### src/pmm_map.svh
/*
 * Constants for the power mode manager: field positions, reset values
 * and timing counts. Assumes inclusion by bare name from design files.
 */
`ifndef PMM_MAP_SVH
`define PMM_MAP_SVH

// ----------------------------------------------------------------------
// clock generation control word fields
// ----------------------------------------------------------------------
`define PMM_CG_SLOW_EN      0
`define PMM_CG_PLL_OFF      1
`define PMM_CG_PRESC        2
`define PMM_CG_DIV_LSB      3
`define PMM_CG_DIV_MSB      7
`define PMM_CG_RTC_RUN      8
`define PMM_CG_PROGRAMMABLE_FREQUENCY_OUTPUT_EN      9
`define PMM_CG_RESET        16'h0000

// ----------------------------------------------------------------------
// peripheral disable word fields
// ----------------------------------------------------------------------
`define PMM_PD_GROUP        15
`define PMM_PD_RESET        16'h0000
`define PMM_PD_GROUP_MASK   15'h00FF

// ----------------------------------------------------------------------
// timing
// ----------------------------------------------------------------------
`define PMM_CLK_NS          50
`define PMM_RTC_TICK_NS     1000000
`define PMM_RTC_TICK_CYC    (`PMM_RTC_TICK_NS / `PMM_CLK_NS)

`endif

### src/pmm_pkg.sv
/*
 * Types shared by the power mode manager files.
 * Assumes nothing beyond a SystemVerilog compiler.
 */
package pmm_pkg;
    // ------------------------------------------------------------------
    // power mode states
    // ------------------------------------------------------------------
    typedef enum logic [1:0] {
        PMM_RUN   = 2'b00,
        PMM_IDLE  = 2'b01,
        PMM_SLEEP = 2'b10,
        PMM_PDOWN = 2'b11
    } pmm_mode_t;

    // instruction codes presented by the core
    typedef enum logic [1:0] {
        PMM_INS_NONE  = 2'b00,
        PMM_INS_IDLE  = 2'b01,
        PMM_INS_SLEEP = 2'b10,
        PMM_INS_PDOWN = 2'b11
    } pmm_instr_t;
endpackage

### src/pmm_sync3.sv
/*
 * Three-stage input synchroniser; output changes once stages two and
 * three agree. Assumes a single clock with enable and async reset.
 */
`timescale 1ns/10ps
`default_nettype none
module pmm_sync3 #(
    parameter logic RST_VAL = 1'b0
) (
    input  wire logic CLK,
    input  wire logic NRST,
    input  wire logic CE,
    input  wire logic D,
    output var  logic Q
);
    logic s1;
    logic s2;
    logic s3;

    // ------------------------------------------------------------------
    // sampling chain; s1 only feeds s2 to keep metastability contained
    // ------------------------------------------------------------------
    always_ff @(posedge CLK or negedge NRST) begin
        if (!NRST) begin
            s1 <= RST_VAL;
            s2 <= RST_VAL;
            s3 <= RST_VAL;
            Q  <= RST_VAL;
        end else if (CE) begin
            s1 <= D;
            s2 <= s1;
            s3 <= s2;
            if (s2 == s3) begin
                Q <= s3;
            end
        end
    end
endmodule // pmm_sync3
`default_nettype wire

### src/pmm_power_mode_manager.sv
/*
 * Power mode manager top: instruction-entered idle, sleep and power
 * down, slow-down clock divide with PLL bypass, programmable frequency
 * output, per-peripheral and group disables, RTC periodic wakeup.
 * Assumes the core presents a one-cycle instruction strobe and writes
 * the control words through plain load strobes on the same clock.
 */
// Functional notes
// - modes entered only by dedicated instructions
// - idle stops core clock, peripherals run
// - sleep/power down stop all; RTC optional
// - external interrupt ends sleep
// - power down only when NMI pin low
// - clock control register steers clock distribution
// - slow-down divides by 1..32, doubled prescaled
// - PLL may be disabled in slow-down
// - programmable frequency output pin
// - each peripheral disabled individually
// - one group bit disables many peripherals
// - RTC periodically wakes from sleep
// - mechanisms operate concurrently
`timescale 1ns/10ps
`default_nettype none
`include "pmm_map.svh"
module pmm_power_mode_manager #(
    parameter int NPER        = 15,
    parameter int RTC_TICK    = `PMM_RTC_TICK_CYC,
    parameter int PROGRAMMABLE_FREQUENCY_OUTPUT_W      = 16
) (
    input  wire logic              CLK,
    input  wire logic              NRST,
    input  wire logic              CE,
    input  wire pmm_pkg::pmm_instr_t INSTR,
    input  wire logic              INSTR_VALID,
    input  wire logic              NMI_PIN,
    input  wire logic              EXT_IRQ_PIN,
    input  wire logic              IRQ_PENDING,
    input  wire logic              CG_WR,
    input  wire logic [15:0]       CG_WDATA,
    input  wire logic              PD_WR,
    input  wire logic [15:0]       PD_WDATA,
    input  wire logic              PROGRAMMABLE_FREQUENCY_OUTPUT_WR,
    input  wire logic [PROGRAMMABLE_FREQUENCY_OUTPUT_W-1:0] PROGRAMMABLE_FREQUENCY_OUTPUT_RELOAD,
    output var  pmm_pkg::pmm_mode_t MODE,
    output var  logic [15:0]       CLOCK_GENERATION_CONTROL_REG,
    output var  logic [15:0]       PERIPHERAL_DISABLE_CONTROL_REG,
    output logic                   CPU_CLK_EN,
    output logic                   PER_CLK_EN,
    output logic [NPER-1:0]        PER_CLK_GATE_EN,
    output logic                   RTC_CLK_EN,
    output logic                   PLL_EN,
    output var  logic              PROGRAMMABLE_FREQUENCY_OUTPUT,
    output var  logic              RTC_WAKE
);
    import pmm_pkg::*;

    // ------------------------------------------------------------------
    // pin synchronisers
    // ------------------------------------------------------------------
    logic nmi_s;
    logic ext_irq_s;

    pmm_sync3 #(.RST_VAL(1'b1)) u_sync_nmi (
        .CLK  (CLK),
        .NRST (NRST),
        .CE   (CE),
        .D    (NMI_PIN),
        .Q    (nmi_s)
    );

    pmm_sync3 #(.RST_VAL(1'b0)) u_sync_irq (
        .CLK  (CLK),
        .NRST (NRST),
        .CE   (CE),
        .D    (EXT_IRQ_PIN),
        .Q    (ext_irq_s)
    );

    // ------------------------------------------------------------------
    // decoded control fields
    // ------------------------------------------------------------------
    wire       slow_en  = CLOCK_GENERATION_CONTROL_REG[`PMM_CG_SLOW_EN];
    wire       pll_off  = CLOCK_GENERATION_CONTROL_REG[`PMM_CG_PLL_OFF];
    wire       presc    = CLOCK_GENERATION_CONTROL_REG[`PMM_CG_PRESC];
    wire [4:0] div_fld  =
        CLOCK_GENERATION_CONTROL_REG[`PMM_CG_DIV_MSB:`PMM_CG_DIV_LSB];
    wire       rtc_run  = CLOCK_GENERATION_CONTROL_REG[`PMM_CG_RTC_RUN];
    wire       programmable_frequency_output_en  = CLOCK_GENERATION_CONTROL_REG[`PMM_CG_PROGRAMMABLE_FREQUENCY_OUTPUT_EN];
    wire       grp_off  =
        PERIPHERAL_DISABLE_CONTROL_REG[`PMM_PD_GROUP];
    wire [14:0] grp_mask = grp_off ? `PMM_PD_GROUP_MASK : 15'h0000;

    // ------------------------------------------------------------------
    // control words; only the strobes load them, never mode entry
    // ------------------------------------------------------------------
    always_ff @(posedge CLK or negedge NRST) begin
        if (!NRST) begin
            CLOCK_GENERATION_CONTROL_REG   <= `PMM_CG_RESET;
            PERIPHERAL_DISABLE_CONTROL_REG <= `PMM_PD_RESET;
        end else if (CE) begin
            if (CG_WR) begin
                CLOCK_GENERATION_CONTROL_REG <= CG_WDATA;
            end
            if (PD_WR) begin
                PERIPHERAL_DISABLE_CONTROL_REG <= PD_WDATA;
            end
        end
    end

    // ------------------------------------------------------------------
    // RTC wakeup tick; keeps counting in sleep when allowed
    // ------------------------------------------------------------------
    logic [31:0] rtc_cnt;
    wire rtc_live = (MODE == PMM_RUN) || (MODE == PMM_IDLE) || rtc_run;
    wire rtc_end  = rtc_cnt == 32'(RTC_TICK - 1);

    always_ff @(posedge CLK or negedge NRST) begin
        if (!NRST) begin
            rtc_cnt  <= 32'h0000_0000;
            RTC_WAKE <= 1'b0;
        end else if (CE) begin
            RTC_WAKE <= 1'b0;
            if (rtc_live) begin
                rtc_cnt <= rtc_end ? 32'h0000_0000 : rtc_cnt + 32'h1;
                RTC_WAKE <= rtc_end;
            end
        end
    end

    // ------------------------------------------------------------------
    // power mode state machine
    // ------------------------------------------------------------------
    pmm_mode_t next_mode;
    wire ins = INSTR_VALID && (MODE == PMM_RUN);

    always_comb begin
        next_mode = MODE;
        case (MODE)
            PMM_RUN: begin
                if (ins && INSTR == PMM_INS_IDLE) begin
                    next_mode = PMM_IDLE;
                end else if (ins && INSTR == PMM_INS_SLEEP) begin
                    next_mode = PMM_SLEEP;
                end else if (ins && INSTR == PMM_INS_PDOWN && !nmi_s) begin
                    next_mode = PMM_PDOWN;
                end
            end
            PMM_IDLE: begin
                if (IRQ_PENDING || ext_irq_s) begin
                    next_mode = PMM_RUN;
                end
            end
            PMM_SLEEP: begin
                if (ext_irq_s || RTC_WAKE) begin
                    next_mode = PMM_RUN;
                end
            end
            PMM_PDOWN: begin
                next_mode = PMM_PDOWN; // only reset leaves power down
            end
            default: begin
                next_mode = PMM_RUN;
            end
        endcase
    end

    always_ff @(posedge CLK or negedge NRST) begin
        if (!NRST) begin
            MODE <= PMM_RUN;
        end else if (CE) begin
            MODE <= next_mode;
        end
    end

    // ------------------------------------------------------------------
    // slow-down divider: ratio 1..32, doubled under prescaler
    // ------------------------------------------------------------------
    logic [5:0] div_cnt;
    wire  [5:0] div_ratio = {1'b0, div_fld} + 6'h01;
    wire  [5:0] div_top   = presc ? 6'((div_ratio << 1) - 6'h01)
                                  : 6'(div_ratio - 6'h01);
    wire        div_tick  = !slow_en || (div_cnt == div_top);

    always_ff @(posedge CLK or negedge NRST) begin
        if (!NRST) begin
            div_cnt <= 6'h00;
        end else if (CE) begin
            div_cnt <= div_tick ? 6'h00 : div_cnt + 6'h01;
        end
    end

    // ------------------------------------------------------------------
    // clock gate enables; modes, slow-down and disables combine freely
    // ------------------------------------------------------------------
    wire run_core = MODE == PMM_RUN;
    wire run_per  = (MODE == PMM_RUN) || (MODE == PMM_IDLE);

    assign CPU_CLK_EN = run_core && div_tick;
    assign PER_CLK_EN = run_per;
    assign PER_CLK_GATE_EN = {NPER{run_per}}
        & ~(PERIPHERAL_DISABLE_CONTROL_REG[NPER-1:0] | grp_mask);
    assign RTC_CLK_EN = run_per || rtc_run;
    assign PLL_EN = run_per && !(slow_en && pll_off);

    // ------------------------------------------------------------------
    // frequency output: toggles every reload+1 cycles, stopped in sleep
    // ------------------------------------------------------------------
    logic [PROGRAMMABLE_FREQUENCY_OUTPUT_W-1:0] programmable_frequency_output_reload;
    logic [PROGRAMMABLE_FREQUENCY_OUTPUT_W-1:0] programmable_frequency_output_cnt;

    always_ff @(posedge CLK or negedge NRST) begin
        if (!NRST) begin
            programmable_frequency_output_reload <= '0;
            programmable_frequency_output_cnt    <= '0;
            PROGRAMMABLE_FREQUENCY_OUTPUT <= 1'b0;
        end else if (CE) begin
            if (PROGRAMMABLE_FREQUENCY_OUTPUT_WR) begin
                programmable_frequency_output_reload <= PROGRAMMABLE_FREQUENCY_OUTPUT_RELOAD;
            end
            if (!programmable_frequency_output_en || !run_per) begin
                programmable_frequency_output_cnt <= '0;
                PROGRAMMABLE_FREQUENCY_OUTPUT <= 1'b0;
            end else if (programmable_frequency_output_cnt == programmable_frequency_output_reload) begin
                programmable_frequency_output_cnt <= '0;
                PROGRAMMABLE_FREQUENCY_OUTPUT <=
                    !PROGRAMMABLE_FREQUENCY_OUTPUT;
            end else begin
                programmable_frequency_output_cnt <= programmable_frequency_output_cnt + PROGRAMMABLE_FREQUENCY_OUTPUT_W'(1);
            end
        end
    end
endmodule // pmm_power_mode_manager
`default_nettype wire

### config.mk
export PLATFORM = sky130hd
export DESIGN_NAME = pmm_power_mode_manager
export DESIGN_NICKNAME = d
export VERILOG_FILES = /design/src/pmm_pkg.sv /design/src/pmm_sync3.sv /design/src/pmm_power_mode_manager.sv
export VERILOG_INCLUDE_DIRS = /design/src
export SDC_FILE = /design/constraint.sdc
export NUM_CORES = 1
export LEC_CHECK = 0
export ABC_AREA = 1
export BUFFER_PORTS_ARGS = -buffer_cell sky130_fd_sc_hd__buf_2
export CORE_MARGIN = 1
export CORE_UTILIZATION = 30
export DETAILED_ROUTE_END_ITERATION = 7
export SLEW_MARGIN = 15
export SYNTH_ARGS = -nofsm -noshare
export SYNTH_HDL_FRONTEND = slang
export SYNTH_SLANG_ARGS = --single-unit
### constraint.sdc
create_clock -name CLK -period 3.1 [get_ports CLK]
set_input_delay 0.31 -clock CLK [delete_from_list [all_inputs] [get_ports CLK]]
set_output_delay 0.31 -clock CLK [all_outputs]
set_load 0.1 [all_outputs]
==> results.cfg <==
[clocking]
htreeDepth = 4
clk_path_buf_depth = 2
cts_made_buffers = 17
ctsHoldBuffers = 0
clkLatencyLatePin_ns = 0.41
clockRootBuffer = clkbuf_16
path_clk_slew_ns = 0.05
cts_tree = built
post_cts_buffers = 0
cts_sinks = 114

[sta]
fin_crit_ns = 2.88
fin_worst_skew_ns = 0.00965
worstMarginPinSlew_ns = 0.827
setup_viol = 0
fin_tns_setup_ns = 0
hold_violations = 22
max_freq_mhz = 347
rsz0062_at_grt = false
relSlewSlack = 0.448
drv_slew = 0
final.setup.worst_slack_ns = 0.216
holdWs_ns = -0.0136
finalCritPeriodShare = 0.930

[grt]
grt_start_max_net_pins = 58
grt_pass1_vias = 4807
grt_pass1_wl_mm = 23.1
grt_overflow = 0
grt_use_total = 0.144
grt_antenna_before_repair = 0

[critical_path]
cp.depth = 14
cp_slowest_stage_delay_ns = 0.50
worstSetupEndpointType = output pin
worstPathMaxFanout = 10
rr_endpoint = div_cnt[1]
r2r_cells = 14
rrSetupSlack_ns = 0.89
r2r_start = CLOCK_GENERATION_CONTROL_REG[3]
crit_arrival_ns = 2.57
crit_required_ns = 2.79
path_cells = ha_1 > inv_1 > nand2_1 > nand2_1 > nor2_1 > nand2_1 > nand2_1 > nand3_1 > nand3_1 > nand2_1 > nor2_1 > nand2_1 > a21oi_4 > buf_6
crit_end = CPU_CLK_EN
crit_path_top_delay_cell = dfrtp_1
cp_top_family = simple AND/OR/NAND/NOR gates
critPathKind = reg -> out
crit_path_frequent_cell = nand2_1
crit_start = CLOCK_GENERATION_CONTROL_REG[3]
cp_num_buf_inv = 2
worst_setup_path_start_kind = register

[layout]
drive_above_1_share = 0.243
nets = 907
diodes = 0
finish.instance_area_um2 = 7450
area_growth_pct = 24.6

[routing]
wl_mm = 13.9
drt_iter0_drc = 245
drc = 0
vias = 5021
routed_via_density = 4.48
firstDrtPassIters = 5
ant_nets = 0
wl_per_cell_um = 12.4

[floorplan]
core_um2 = 19500
die_x_um = 143
initial_core_util = 0.306
io_pins = 115
fp.dieArea_um2 = 20500
die_y_um = 143
rows = 51

[yosys]
async_flop_share = 1.00
ys_seq_elements = 114
netlist_instances = 719
ys_warn_count = 0
yosys-top-cells-area = dfrtp_1 46%, nand2_1 7.9%, inv_1 6.0%, mux2_2 6.0%, nor2_1 5.3%
synthDistinctLibCells = 34
synth_top_cell_by_area = dfrtp_1
synth_edf_count = 0
synth.top_cell.area_share = 0.460
seq_area_frac_synth = 0.478
synth_area_um2 = 5980
syn_nets = 784
synthFlopType = dfrtp_1
syn_avg_cell_area_um2 = 8.32

[place]
io_buffers = 114
globalplace.congestion = 0.815
dp_slack_ns = 0.450
dp.final_hpwl_mm = 10.2
post_dp_cell_area_um2 = 6890

[hold_path]
worstHoldPathType = in -> async

[run_status]
status = finished, violations left
violations = hold timing

[pwr]
power.total_mw = 5.87
leakage_nw = 3.60
powerDensity_nw_per_um2 = 788
irDropWorstVdd_v = 0.000541

[run]
maxCapViolations = 0
==> stage by stage <==
step | utilization | std cells
floorplan | - | 719
global placement | 0.353 | 1088
detailed placement | 0.353 | 1088
CTS | 0.381 | 1120
global route | 0.382 | 1120
finish | 0.382 | 1120
==> layer usage <==
layer  part of all wire  vias to the layer above  track usage  wire length [um]
li1                   -                     2616            -                 -
met1               0.48                     2348        0.185              6700
met2               0.48                       49        0.237              6720
met3              0.025                        8       0.0372               345
met4             0.0069                        0       0.0459                96
met5                  0                        -            0                 0
==> cell usage in the layout, fill, tap and decap left out, types with 2 or more instances in the layout <==
cell	synthesis	final
or2_2	3	3
nand2_2	3	4
xor2_1	22	22
mux2_2	32	32
a21oi_1	44	43
clkbuf_8	0	3
nor2_1	85	84
clkbuf_1	10	3
nand4_1	20	20
nor2_2	4	5
clkbuf_16	0	17
dfrtp_1	110	110
nor3_1	23	23
o21ai_0	32	32
clkinv_2	0	4
xnor2_1	10	10
buf_4	0	4
ha_1	5	5
dfstp_2	4	4
clkinvlp_4	0	3
nand3_2	3	3
nand2_1	126	125
nor2_4	2	2
inv_1	96	96
nor3_2	4	4
a31oi_1	3	3
nand3_1	53	53
nor4_1	12	12
buf_2	3	112
==> report_power, final <==
group	internal, mW	switching (mW)
Combinational	0.438	1.70
Clock	1.16	0.681
Sequential	1.70	0.188
Total	3.30	2.57
==> state kept, by name (all words and copies together), names as in the netlist, 2 cells and up <==
| name | flops |
|---|---|
| MODE | 2 |
| PERIPHERAL_DISABLE_CONTROL_REG | 16 |
| div_cnt | 6 |
| programmable_frequency_output_reload | 16 |
| programmable_frequency_output_cnt | 16 |
| rtc_cnt | 32 |
| CLOCK_GENERATION_CONTROL_REG | 16 |
==> cells in the mapped netlist (2+ instances only) <==
cell type  number
nor4_1         12
a21oi_1        44
o21ai_0        32
ha_1            5
dfrtp_1       110
or2_2           3
a31oi_1         3
nand2_2         3
nor2_4          2
dfstp_2         4
clkbuf_1       10
nor3_2          4
nor3_1         23
buf_2           3
nand4_1        20
nand3_2         3
xor2_1         22
xnor2_1        10
nand3_1        53
nand2_1       126
inv_1          96
nor2_1         85
mux2_2         32
nor2_2          4
==> worst reg2reg max path, stage by stage, from the launching register on <==
cell	delay, ns
dfrtp_1	0.50
ha_1	0.29
inv_1	0.07
nand2_1	0.06
nand2_1	0.05
nor2_1	0.17
nand2_1	0.12
nand2_1	0.10
nand3_1	0.08
nand3_1	0.07
nand2_1	0.05
nor2_1	0.09
nand2_1	0.13
nand2_1	0.21
o21ai_0	0.11
==> area by class of cell <==
cell class                 instances  area, um^2
clock buffer                      23         478
clock inverter                     9        81.3
fill                            2033       12100
inverter                          97         364
multi-input combinational        494        2720
sequential                       114        2860
tap                              265         332
timing repair buffer             118         622
==> worst min-delay path by stage <==
| stage | start | slack [ns] | end |
|---|---|---|---|
| after floorplan | NRST | 0.01 | CLOCK_GENERATION_CONTROL_REG[0] |
| after global placement | NRST | 0.45 | rtc_cnt[12] |
| after detailed placement | NRST | 0.45 | rtc_cnt[12] |
| after CTS | NRST | 0.008 | rtc_cnt[9] |
| after global routing | NRST | 0.03 | rtc_cnt[9] |
| final | NRST | -0.01 | rtc_cnt[9] |
==> repair_timing <==
action	in CTS	in global routing
pin swaps	0	0
resized for setup	1	2
endpoints found under the setup margin	1	1
==> logic make-up after synthesis <==
logic type | after synthesis | share of synthesized area
compound gates | 82 | 0.0705
xor+xnor | 32 | 0.0469
fa+ha+maj | 5 | 0.0105
buf+inv | 111 | 0.0703
flops | 114 | 0.478
mux | 32 | 0.0602
simple gates | 343 | 0.264
No activity file was read; power rests on OpenSTA's default activity.
